## config.mk

```make
export PLATFORM = sky130hd
export DESIGN_NAME = ists_timing
export DESIGN_NICKNAME = d
export VERILOG_FILES = /design/src/shared/ists_pkg.sv /design/src/hdl/ists_ready_sync.sv /design/src/hdl/ists_timing.sv
export VERILOG_INCLUDE_DIRS = /design/src /design/src/shared
export SDC_FILE = /design/constraint.sdc
export NUM_CORES = 1
export LEC_CHECK = 0
export BUFFER_PORTS_ARGS = -buffer_cell sky130_fd_sc_hd__buf_2
export CORE_AREA = 3 3 110 112
export CTS_BUF_LIST = sky130_fd_sc_hd__clkbuf_8
export DETAILED_ROUTE_END_ITERATION = 8
export DIE_AREA = 0 0 113 115
export PLACE_DENSITY = 0.66
export SETUP_SLACK_MARGIN = 0.05
export SYNTH_ARGS = -nofsm -noshare
export SYNTH_HDL_FRONTEND = slang
export SYNTH_HIERARCHICAL = 1
export SYNTH_SLANG_ARGS = --single-unit
```

## constraint.sdc

```tcl
create_clock -name clk -period 3.5 [get_ports clk]
set_input_delay 0.175 -clock clk [delete_from_list [all_inputs] [get_ports clk]]
set_output_delay 0.175 -clock clk [all_outputs]
set_load 0.005 [all_outputs]
```

## src/shared/ists_defs.svh

```systemverilog
`ifndef ISTS_DEFS_SVH
`define ISTS_DEFS_SVH

// Configuration dword addresses (byte index of each dword)
`define ISTS_OFS_SETUP     8'h48
`define ISTS_OFS_STROBE16  8'h4c
`define ISTS_OFS_BYTECMD   8'h50

// Byte indices of the 8-bit registers and the 4-bit ready sync field inside their dwords
`define ISTS_OFS_MRD       8'h4c
`define ISTS_OFS_MWR       8'h4d
`define ISTS_OFS_SRD       8'h4e
`define ISTS_OFS_SWR       8'h4f
`define ISTS_OFS_MBYTE     8'h50
`define ISTS_OFS_SBYTE     8'h51
`define ISTS_OFS_RSYNC     8'h52

// Field positions
`define ISTS_HI_MSB        7
`define ISTS_HI_LSB        4
`define ISTS_LO_MSB        3
`define ISTS_LO_LSB        0
`define ISTS_RDSYNC_MSB    3
`define ISTS_RDSYNC_LSB    2
`define ISTS_WRSYNC_MSB    1
`define ISTS_WRSYNC_LSB    0

// Reset values
`define ISTS_RST_SETUP     8'h33
`define ISTS_RST_RD16      8'h33
`define ISTS_RST_WR16      8'h6e
`define ISTS_RST_BYTE      8'haa
`define ISTS_RST_RSYNC     4'h5

`endif

```

## src/shared/ists_pkg.sv

```systemverilog
package ists_pkg;

  // Transfer sequencer states, one-hot
  typedef enum logic [3:0] {
    ISTS_IDLE  = 4'b0001,
    ISTS_SETUP = 4'b0010,
    ISTS_STRB  = 4'b0100,
    ISTS_RECOV = 4'b1000
  } ists_state_t;

endpackage

```

## src/hdl/ists_ready_sync.sv

```systemverilog
// Two-flop synchroniser with a programmable extra delay on the rising edge
module ists_ready_sync (
  input  wire logic       clk,
  input  wire logic       rst_n,
  input  wire logic       raw_in,
  input  wire logic [1:0] extra_sel,
  output logic            ready_out
);
  logic       meta_r;
  logic       sync_r;
  logic [1:0] hold_r;

  // Metastability guard
  always_ff @(posedge clk or negedge rst_n) begin
    if (!rst_n) begin
      meta_r <= 1'b0;
      sync_r <= 1'b0;
    end else begin
      meta_r <= raw_in;
      sync_r <= meta_r;
    end
  end

  // Falling edge passes at once, rising edge waits extra_sel clocks
  always_ff @(posedge clk or negedge rst_n) begin
    if (!rst_n) begin
      hold_r    <= 2'h0;
      ready_out <= 1'b0;
    end else if (!sync_r) begin
      hold_r    <= 2'h0;
      ready_out <= 1'b0;
    end else if (hold_r >= extra_sel) begin
      ready_out <= 1'b1;
    end else begin
      hold_r <= hold_r + 2'h1;
    end
  end
endmodule

```

## src/hdl/ists_timing.sv

```systemverilog
// What this block does
// - Master address setup lasts setup nibble 3:0 plus one clocks; resets 0011.
// - Slave address setup lasts setup nibble 7:4 plus one clocks; resets 0011.
// - Master 16-bit read strobe width is upper nibble plus one; resets 0011.
// - Master 16-bit read recovery is lower nibble plus one; resets 0011.
// - Master 16-bit write strobe width is upper nibble plus one; resets 0110.
// - Master 16-bit write recovery is lower nibble plus one; resets 1110.
// - Slave 16-bit read strobe width is upper nibble plus one; resets 0011.
// - Slave 16-bit read recovery is lower nibble plus one; resets 0011.
// - Slave 16-bit write strobe width is upper nibble plus one; resets 0110.
// - Slave 16-bit write recovery is lower nibble plus one; resets 1110.
// - Master 8-bit command strobe width is upper nibble plus one; resets 1010.
// - Master 8-bit command recovery is lower nibble plus one; resets 1010.
// - Slave 8-bit command strobe width is upper nibble plus one; resets 1010.
// - Slave 8-bit command recovery is lower nibble plus one; resets 1010.
// - The 8-bit timing set serves drives in transfer modes 0, 1, 2.
// - Ready rising edge during reads is synchronised by field 3:2; resets 01.
// - Ready rising edge during writes is synchronised by field 1:0; resets 01.
`include "ists_defs.svh"

module ists_timing (
  input  wire logic        clk,
  input  wire logic        rst_n,
  input  wire logic        cfg_wr,
  input  wire logic        cfg_rd,
  input  wire logic [7:0]  cfg_addr,
  input  wire logic [3:0]  cfg_be,
  input  wire logic [31:0] cfg_wdata,
  output logic      [31:0] cfg_rdata,
  input  wire logic        req_valid,
  input  wire logic        req_write,
  input  wire logic        req_slave,
  input  wire logic        req_byte,
  output logic             req_ready,
  output logic             xfer_done,
  output logic             drive_addr_valid,
  output logic             drive_slave_sel,
  output logic             drive_read_strobe_n,
  output logic             drive_write_strobe_n,
  input  wire logic        drive_wait_ready
);
  logic [7:0]          setup_r;
  logic [7:0]          mrd_r;
  logic [7:0]          mwr_r;
  logic [7:0]          srd_r;
  logic [7:0]          swr_r;
  logic [7:0]          mbyte_r;
  logic [7:0]          sbyte_r;
  logic [3:0]          rsync_r;
  ists_pkg::ists_state_t state_r;
  ists_pkg::ists_state_t state_nxt;
  logic [3:0]          cnt_r;
  logic [3:0]          pw_r;
  logic [3:0]          rc_r;
  logic [3:0]          su_r;
  logic                wr_r;
  logic [7:0]          tim_sel;
  logic [3:0]          su_sel;
  logic [1:0]          sync_sel;
  logic                rdy_sync;
  logic                accept;
  logic                cnt_zero;

  assign accept   = (state_r == ists_pkg::ISTS_IDLE) && req_valid;
  assign cnt_zero = (cnt_r == 4'h0);

  // Configuration writes, byte lanes by cfg_be
  always_ff @(posedge clk or negedge rst_n) begin
    if (!rst_n) begin
      setup_r <= `ISTS_RST_SETUP;
      mrd_r   <= `ISTS_RST_RD16;
      mwr_r   <= `ISTS_RST_WR16;
      srd_r   <= `ISTS_RST_RD16;
      swr_r   <= `ISTS_RST_WR16;
      mbyte_r <= `ISTS_RST_BYTE;
      sbyte_r <= `ISTS_RST_BYTE;
      rsync_r <= `ISTS_RST_RSYNC;
    end else if (cfg_wr) begin
      unique case ({cfg_addr[7:2], 2'b00})
        `ISTS_OFS_SETUP: begin
          if (cfg_be[0]) setup_r <= cfg_wdata[7:0];
        end
        `ISTS_OFS_STROBE16: begin
          if (cfg_be[0]) mrd_r <= cfg_wdata[7:0];
          if (cfg_be[1]) mwr_r <= cfg_wdata[15:8];
          if (cfg_be[2]) srd_r <= cfg_wdata[23:16];
          if (cfg_be[3]) swr_r <= cfg_wdata[31:24];
        end
        `ISTS_OFS_BYTECMD: begin
          if (cfg_be[0]) mbyte_r <= cfg_wdata[7:0];
          if (cfg_be[1]) sbyte_r <= cfg_wdata[15:8];
          if (cfg_be[2]) rsync_r <= cfg_wdata[19:16];
        end
        default: ;
      endcase
    end
  end

  // Configuration reads, registered; reserved and unmapped read zero
  always_ff @(posedge clk or negedge rst_n) begin
    if (!rst_n) begin
      cfg_rdata <= 32'h0;
    end else if (cfg_rd) begin
      unique case ({cfg_addr[7:2], 2'b00})
        `ISTS_OFS_SETUP:    cfg_rdata <= {24'h0, setup_r};
        `ISTS_OFS_STROBE16: cfg_rdata <= {swr_r, srd_r, mwr_r, mrd_r};
        `ISTS_OFS_BYTECMD:  cfg_rdata <= {12'h0, rsync_r, sbyte_r, mbyte_r};
        default:            cfg_rdata <= 32'h0;
      endcase
    end
  end

  // Timing set chosen by drive and width
  always_comb begin
    tim_sel = 8'h0;
    su_sel  = 4'h0;
    if (req_byte) begin
      tim_sel = req_slave ? sbyte_r : mbyte_r;
    end else if (req_slave) begin
      tim_sel = req_write ? swr_r : srd_r;
    end else begin
      tim_sel = req_write ? mwr_r : mrd_r;
    end
    if (req_slave) begin
      su_sel = setup_r[`ISTS_HI_MSB:`ISTS_HI_LSB];
    end else begin
      su_sel = setup_r[`ISTS_LO_MSB:`ISTS_LO_LSB];
    end
  end

  // Sync depth follows the latched direction
  always_comb begin
    if (wr_r) begin
      sync_sel = rsync_r[`ISTS_WRSYNC_MSB:`ISTS_WRSYNC_LSB];
    end else begin
      sync_sel = rsync_r[`ISTS_RDSYNC_MSB:`ISTS_RDSYNC_LSB];
    end
  end

  ists_ready_sync u_rdy (
    .clk       (clk),
    .rst_n     (rst_n),
    .raw_in    (drive_wait_ready),
    .extra_sel (sync_sel),
    .ready_out (rdy_sync)
  );

  // Latch the timing of the accepted transfer
  always_ff @(posedge clk or negedge rst_n) begin
    if (!rst_n) begin
      pw_r <= 4'h0;
      rc_r <= 4'h0;
      su_r <= 4'h0;
      wr_r <= 1'b0;
      drive_slave_sel <= 1'b0;
    end else if (accept) begin
      pw_r <= tim_sel[`ISTS_HI_MSB:`ISTS_HI_LSB];
      rc_r <= tim_sel[`ISTS_LO_MSB:`ISTS_LO_LSB];
      su_r <= su_sel;
      wr_r <= req_write;
      drive_slave_sel <= req_slave;
    end
  end

  // Next state
  always_comb begin
    state_nxt = state_r;
    unique case (state_r)
      ists_pkg::ISTS_IDLE: begin
        if (req_valid) state_nxt = ists_pkg::ISTS_SETUP;
      end
      ists_pkg::ISTS_SETUP: begin
        if (cnt_zero) state_nxt = ists_pkg::ISTS_STRB;
      end
      ists_pkg::ISTS_STRB: begin
        if (cnt_zero && rdy_sync) state_nxt = ists_pkg::ISTS_RECOV;
      end
      ists_pkg::ISTS_RECOV: begin
        if (cnt_zero) state_nxt = ists_pkg::ISTS_IDLE;
      end
      default: state_nxt = ists_pkg::ISTS_IDLE;
    endcase
  end

  always_ff @(posedge clk or negedge rst_n) begin
    if (!rst_n) begin
      state_r <= ists_pkg::ISTS_IDLE;
    end else begin
      state_r <= state_nxt;
    end
  end

  // Phase counter: loaded with field value, so phase lasts value plus one
  always_ff @(posedge clk or negedge rst_n) begin
    if (!rst_n) begin
      cnt_r <= 4'h0;
    end else if (accept) begin
      cnt_r <= su_sel;
    end else if (state_r == ists_pkg::ISTS_SETUP && cnt_zero) begin
      cnt_r <= pw_r;
    end else if (state_r == ists_pkg::ISTS_STRB && cnt_zero && rdy_sync) begin
      cnt_r <= rc_r;
    end else if (!cnt_zero) begin
      cnt_r <= cnt_r - 4'h1;
    end
  end

  // Pin outputs, all from flops
  always_ff @(posedge clk or negedge rst_n) begin
    if (!rst_n) begin
      drive_addr_valid     <= 1'b0;
      drive_read_strobe_n  <= 1'b1;
      drive_write_strobe_n <= 1'b1;
      xfer_done            <= 1'b0;
      req_ready            <= 1'b0;
    end else begin
      drive_addr_valid <= (state_nxt == ists_pkg::ISTS_SETUP) ||
                          (state_nxt == ists_pkg::ISTS_STRB);
      drive_read_strobe_n  <= !((state_nxt == ists_pkg::ISTS_STRB) && !wr_r);
      drive_write_strobe_n <= !((state_nxt == ists_pkg::ISTS_STRB) && wr_r);
      xfer_done <= (state_r == ists_pkg::ISTS_STRB) &&
                   (state_nxt == ists_pkg::ISTS_RECOV);
      req_ready <= (state_nxt == ists_pkg::ISTS_IDLE);
    end
  end

  // Helper: cycles spent in the current state
  logic [7:0] st_cyc_r;
  always_ff @(posedge clk or negedge rst_n) begin
    if (!rst_n) begin
      st_cyc_r <= 8'h0;
    end else if (state_nxt != state_r) begin
      st_cyc_r <= 8'h0;
    end else if (st_cyc_r != 8'hff) begin
      st_cyc_r <= st_cyc_r + 8'h1;
    end
  end

  logic strb_on;
  assign strb_on = !drive_read_strobe_n || !drive_write_strobe_n;
endmodule

```

# [Word level (Yosys, flattened, before mapping)]
# Index checks and enable logic that the tools add are counted.
[word_totals] regBits=120 latch_bits=0 ramBits=0 romBits=0 inputBits=53 output_inout_bits=38 word_cells=83 mem_count=0
[op_classes] addsub=2 mul=0 div=0 n_lt_le_gt_ge=1 eq_ne=14 shift=0 muxes=21 n_bitwise=0 n_reduce_logical=21
[ops] operator="$pmux W32 S3" count=1
[ops] operator="$mux W8" count=5
[ops] operator="$mux W4" count=9
[ops] operator="$reduce_and A3 Y1" count=8
[ops] operator="$eq A6 B5 Y1 const B" count=3
[ops] operator="$pmux W4 S4" count=1
[ops] operator="$eq A4 B1 Y1 const B" count=2
[ops] operator="$eq A4 B2 Y1 const B" count=2
[ops] operator="$eq A4 B3 Y1 const B" count=2
[ops] operator="$eq A4 B4 Y1 const B" count=2
[ops] operator="$logic_and A1 B1 Y1" count=8
[ops] operator="$mux W2" count=3
[ops] operator="$logic_not A4 Y1" count=1
[ops] operator="$ne A2 B2 Y1 const B" count=2
[ops] operator="$ne A4 B2 Y1 const B" count=1
[ops] operator="$sub A4 B1 Y4 const B" count=1
[ops] operator="$logic_not A1 Y1" count=3
[ops] operator="$add A2 B1 Y2 const B" count=1
[ops] operator="$ge A2 B2 Y1" count=1
[ops] operator="$mux W1" count=2
[ops] operator="$logic_or A1 B1 Y1" count=1

# [Logic depth before layout (Yosys ltp)]
[logic_depth] ltp_word=7 ltp_mapped=7 mapped_depth_nobuf=6

# [Cells and area by module]
# The synthesis kept the hierarchy.
[modules_own_cells] mod="ists_timing" instances=1 cells_per_inst=431 area_each_um2=5283.8 seq_area_each_um2=2921.6
[modules_own_cells] mod="ists_ready_sync" instances=1 cells_per_inst=20 area_each_um2=237.7 seq_area_each_um2=125.1

# [Least setup slack after synthesis]
# No wires, ideal clock.
[synth_path] path_type="reg-to-reg" from="register cnt_r[0]" to="register cnt_r[2]" setup_time_ps=99 arrival_time_ps=1669 required_time_ps=3401 slack_ps=1731 stages_incl_launch_ff=8 path_buffers=1 synth_period_minus_slack_ps=1769 cell_sequence="dfrtp_1 -> inv_1 -> ha_1 -> or3b_2 -> buf_2 -> nor2_1 -> a21oi_1 -> a311oi_1"
[synth_via] elab_chain_len=6 elab_cells_between_ends=10 cone_classes="add/sub: 1; eq/ne: 1; mux: 4; reduce/logical: 4"
[synth_lines] element="from (decl)" line_no="ists_timing.sv:52" rtl="logic [3:0] cnt_r;"
[synth_lines] element="from (signal assigned)" line_no="ists_timing.sv:198" rtl="cnt_r <= su_sel;"
[synth_lines] element="from (signal assigned)" line_no="ists_timing.sv:200" rtl="cnt_r <= pw_r;"
[synth_lines] element="from (signal assigned)" line_no="ists_timing.sv:202" rtl="cnt_r <= rc_r;"
[synth_lines] element="parallel branches: the longest is 6 deep, another holds $sub A4 B1 Y4"
# Several ways; the timed one is not identified. The select of a mux whose other input is x is not followed.
# A chain may end at the register's enable or synchronous reset.

# [Worst setup path in the final report]
[layout_path] from="register state_r[0]" to="register cnt_r[2]"
[layout_via] elab_chain_len=6 elab_cells_between_ends=11 cone_classes="eq/ne: 4; mux: 3; reduce/logical: 4"
[layout_lines] element="from (decl)" line_no="ists_timing.sv:50" rtl="ists_pkg::ists_state_t state_r;"
[layout_lines] element="from (signal assigned)" line_no="ists_timing.sv:187" rtl="state_r <= ists_pkg::ISTS_IDLE;"
[layout_lines] element="from (signal assigned)" line_no="ists_timing.sv:189" rtl="state_r <= state_nxt;"
[layout_lines] element="$eq A4 B3 Y1" line_no="ists_timing.sv:201" rtl="end else if (state_r == ists_pkg::ISTS_STRB && cnt_zero && rdy_sync) begin"
[layout_lines] element="$logic_and A1 B1 Y1 (2 in series)" line_no="ists_timing.sv:201"
[layout_lines] element="$mux W4" line_no="ists_timing.sv:201"
[layout_lines] element="$mux W4" line_no="ists_timing.sv:199" rtl="end else if (state_r == ists_pkg::ISTS_SETUP && cnt_zero) begin"
[layout_lines] element="$mux W4" line_no="ists_timing.sv:197" rtl="end else if (accept) begin"
# Several ways; a longest one is shown, not always the timed one.

==> flow_summary.yaml <==
timing:
  fin_crit_sh_pct: 63.1
  rsz0062_at_grt: "no"
  fmax_ghz: 0.453
  period_minus_slack_ns: 2.21
  hold_viol: 0
  slew_headroom_pct: 42.9
  worst_slack_ns: 1.29
  setup-tns-final_ns: 0
  setup_viol: 0
  timing.hold.ws_ns: 0.0298
  drv_slew: 0
  worstMarginPinSlew_ns: 0.849
  clock_skew_ns: 0.00845
synthesis:
  yosysWarnings: 6
  yosys-top-cells-count: "dfrtp_1, mux2_2, o21ai_0, dfstp_2, nand2_1"
  syn_avg_cell_area_um2: 12.2
  ys_ff_latch: 120
  synthTopCellsByArea: "dfrtp_1, dfstp_2, mux2_2"
  synth_edf_count: 0
  mappedNetlistArea_um2: 5520
  yosysUniqueCellTypes: 52
  yosysTopAreaCell: "dfrtp_1"
  seq_area_frac_synth_pct: 55.2
  syn-instance-count: 451
  synth_ff_type: "dfrtp_1"
  yosysMostFrequentCell: "dfrtp_1"
  synth_top_area_share_pct: 38.5
  syn_nets: 507
  synth-async-reset-ratio_pct: 100
power:
  switching_share_pct: 27.2
  p_int_mw: 2.67
  p_clk_share_pct: 37.0
  p_sw_mw: 0.997
  peakVddDrop_uv: 252
  pwr-share-comb_pct: 16.0
  powerDensity_nw_per_um2: 540
  p_leak_nw: 3.08
  seq_power_share_pct: 47.0
layout:
  stdcell_count: 719
  diodes: 0
  synthToLayoutAreaGrowth_pct: 23.0
  nFillCells: 976
  nNetsFinal: 619
  final-seq-area_um2: 3050
  multiInputGateArea_um2: 2290
  drive_gt1_share_pct: 42.4
setup_path:
  worst_path_max_delay_cell: "or4_1"
  path_max_fanout: 26
  crit_arrival_ns: 2.49
  worstRegToRegCells: 4
  cpPeakStageDelay_ns: 0.78
  path_class: "register to register"
  crit_chain: "nand2_1, or4_1, a211oi_1, a311oi_1"
  critPathBufInv: 0
  worst_path_dominant_cell_family: "simple AND/OR/NAND/NOR gates"
  worstSetupEndpointType: "register"
  reg2reg_to: "cnt_r[2]"
  startpoint_type: "register"
  crit_required_ns: 3.78
  reg2reg_from: "state_r[0]"
  rrSetupSlack_ns: 1.29
global_routing:
  grt_antenna_before_repair: 0
  overflow: 0
  grt_pass1_wl_um: 21500
  track_usage_pct: 21.4
  grt_max_degree: 65
  grt_pass1_vias: 4062
route:
  drtIter0Drc: 201
  wl_um: 13000
  wire_per_inst_um: 18.1
  post-route-drc-count: 0
  detail-route-antenna-nets: 0
  drtPass1Iterations: 4
  vias_per_cell: 5.54
  vias: 3986
floorplanning:
  die_area_um2: 13000
  die_h_um: 115
  fp-row-count: 39
  coreArea_um2: 11300
  ios: 91
  initial_core_util_pct: 48.8
  die_x_um: 113
placement:
  hpwl_um: 9320
  routabilityCongestion: 0.806
  pre_cts_ws_ns: 1.30
  io_buffers: 88
  place_inst: 660
clock_tree:
  post_cts_resized: 0
  clk_path_buf_depth: 2
  clkTransAtPathRegs_ns: 0.07
  cts_setup_buffers: 0
  cts_buffers: 17
  insertion_delay_ns: 0.42
  cts_tree: "done"
  htreeDepth: 4
  root_buffer: "clkbuf_8"
  clock-sinks: 120
run:
  maxCapViolations: 0
hold_path:
  min_path_cells: 2
  holdCritStartpoint: "cfg_wdata[11]"
  min_to: "sbyte_r[3]"
  hp-class: "input pin to register"
outcome:
  outcome: "complete, no violations"
## state kept, by name, summed over array words and instances, names as in the netlist, 2 cells and up
name          flops
rsync_r           4
cfg_rdata        32
pw_r              4
srd_r             8
mrd_r             8
rc_r              4
state_r           4
swr_r             8
mwr_r             8
mbyte_r           8
cnt_r             4
setup_r           8
u_rdy/hold_r      2
sbyte_r           8
## per-layer routing
| layer | vias to the layer above | GRT usage [%] | routed length [um] |
|---|---|---|---|
| met2 | 127 | 34.4 | 6310 |
| met4 | 0 | 8.41 | 152 |
| li1 | 1884 | - | - |
| met3 | 14 | 4.37 | 817 |
| met1 | 1961 | 28.7 | 5740 |
| met5 | - | 0 | 0 |
## placed cells by master, fill, tap and decap left out, types with 2 or more instances in the layout
cell type      synthesis  final
nand2_1               34     34
dfstp_2               35     35
dlygate4sd3_1          0     27
mux4_2                 8      8
nand3_2                6      6
inv_1                 18     19
o2bb2ai_1             12     12
bufinv_16              0      4
ha_1                   3      3
buf_2                 12     87
nand3_1               16     16
clkinvlp_4             0      4
clkinv_2               0      3
a21oi_1                6      6
buf_4                  0      6
nor4_1                 2      2
nor3_1                 4      4
a211oi_1               5      5
mux2_2                62     62
nor2_1                 7      7
dfrtp_1               85     85
nor3b_1                3      3
a22oi_1               29     29
clkbuf_8               0     19
nand2b_1               6      6
o21ai_0               37     37
mux2i_1               12     12
nor2b_1                5      5
## power groups by stage
stage	logic, mW	clock network [mW]	registers, mW
3_5_place_dp	0.567	0	1.75
6_report	0.588	1.36	1.72
5_1_grt	0.668	1.45	1.75
4_1_cts	0.592	1.39	1.72
2_1_floorplan	0.436	0	1.68
3_3_place_gp	0.550	0	1.74
## logic make-up after synthesis
logic type	synth area share [%]
AOI/OAI and AO/OA	12.6
xor gates and xnor gates	0.159
adders and majority gates	0.680
buffers and inverters	3.40
DFF	55.2
muxes	18.1
and+or+nand+nor	9.88
## metrics by stage
| step | total power, mW | util, % | instance area, um2 |
|---|---|---|---|
| floorplan | 2.12 | - | 5520 |
| global placement | 2.29 | 53.7 | 6080 |
| detailed placement | 2.31 | 53.7 | 6080 |
| CTS | 3.70 | 59.9 | 6780 |
| global route | 3.87 | 60.0 | 6790 |
| finish | 3.67 | 60.0 | 6790 |
## area by class of cell
type | count | area share [%]
Multi-Input combinational cell | 285 | 33.7
Tap cell | 143 | 2.63
Timing Repair Buffer | 121 | 11.4
Clock inverter | 13 | 2.62
Inverter | 18 | 0.995
Clock buffer | 19 | 3.85
Sequential cell | 120 | 44.9
## worst max path at each step
| stage | from | cells after the start | to | slack (ns) |
|---|---|---|---|---|
| 2_1_floorplan | cnt_r[0] | 7 | cnt_r[2] | 1.73 |
| 3_3_place_gp | cfg_addr[5] | 6 | mbyte_r[4] | 1.33 |
| 3_5_place_dp | cfg_addr[5] | 5 | srd_r[2] | 1.30 |
| 4_1_cts | state_r[0] | 4 | cnt_r[2] | 1.35 |
| 5_1_grt | state_r[0] | 4 | cnt_r[2] | 1.20 |
| 6_report | state_r[0] | 4 | cnt_r[2] | 1.29 |
## repair_timing
item / 4_1_cts / 5_1_grt
hold buffers: 26 / 1
endpoints found under the setup margin: 0 / 0
hold endpoints to repair: 76 / 1
(Power assumes the default switching activity.)
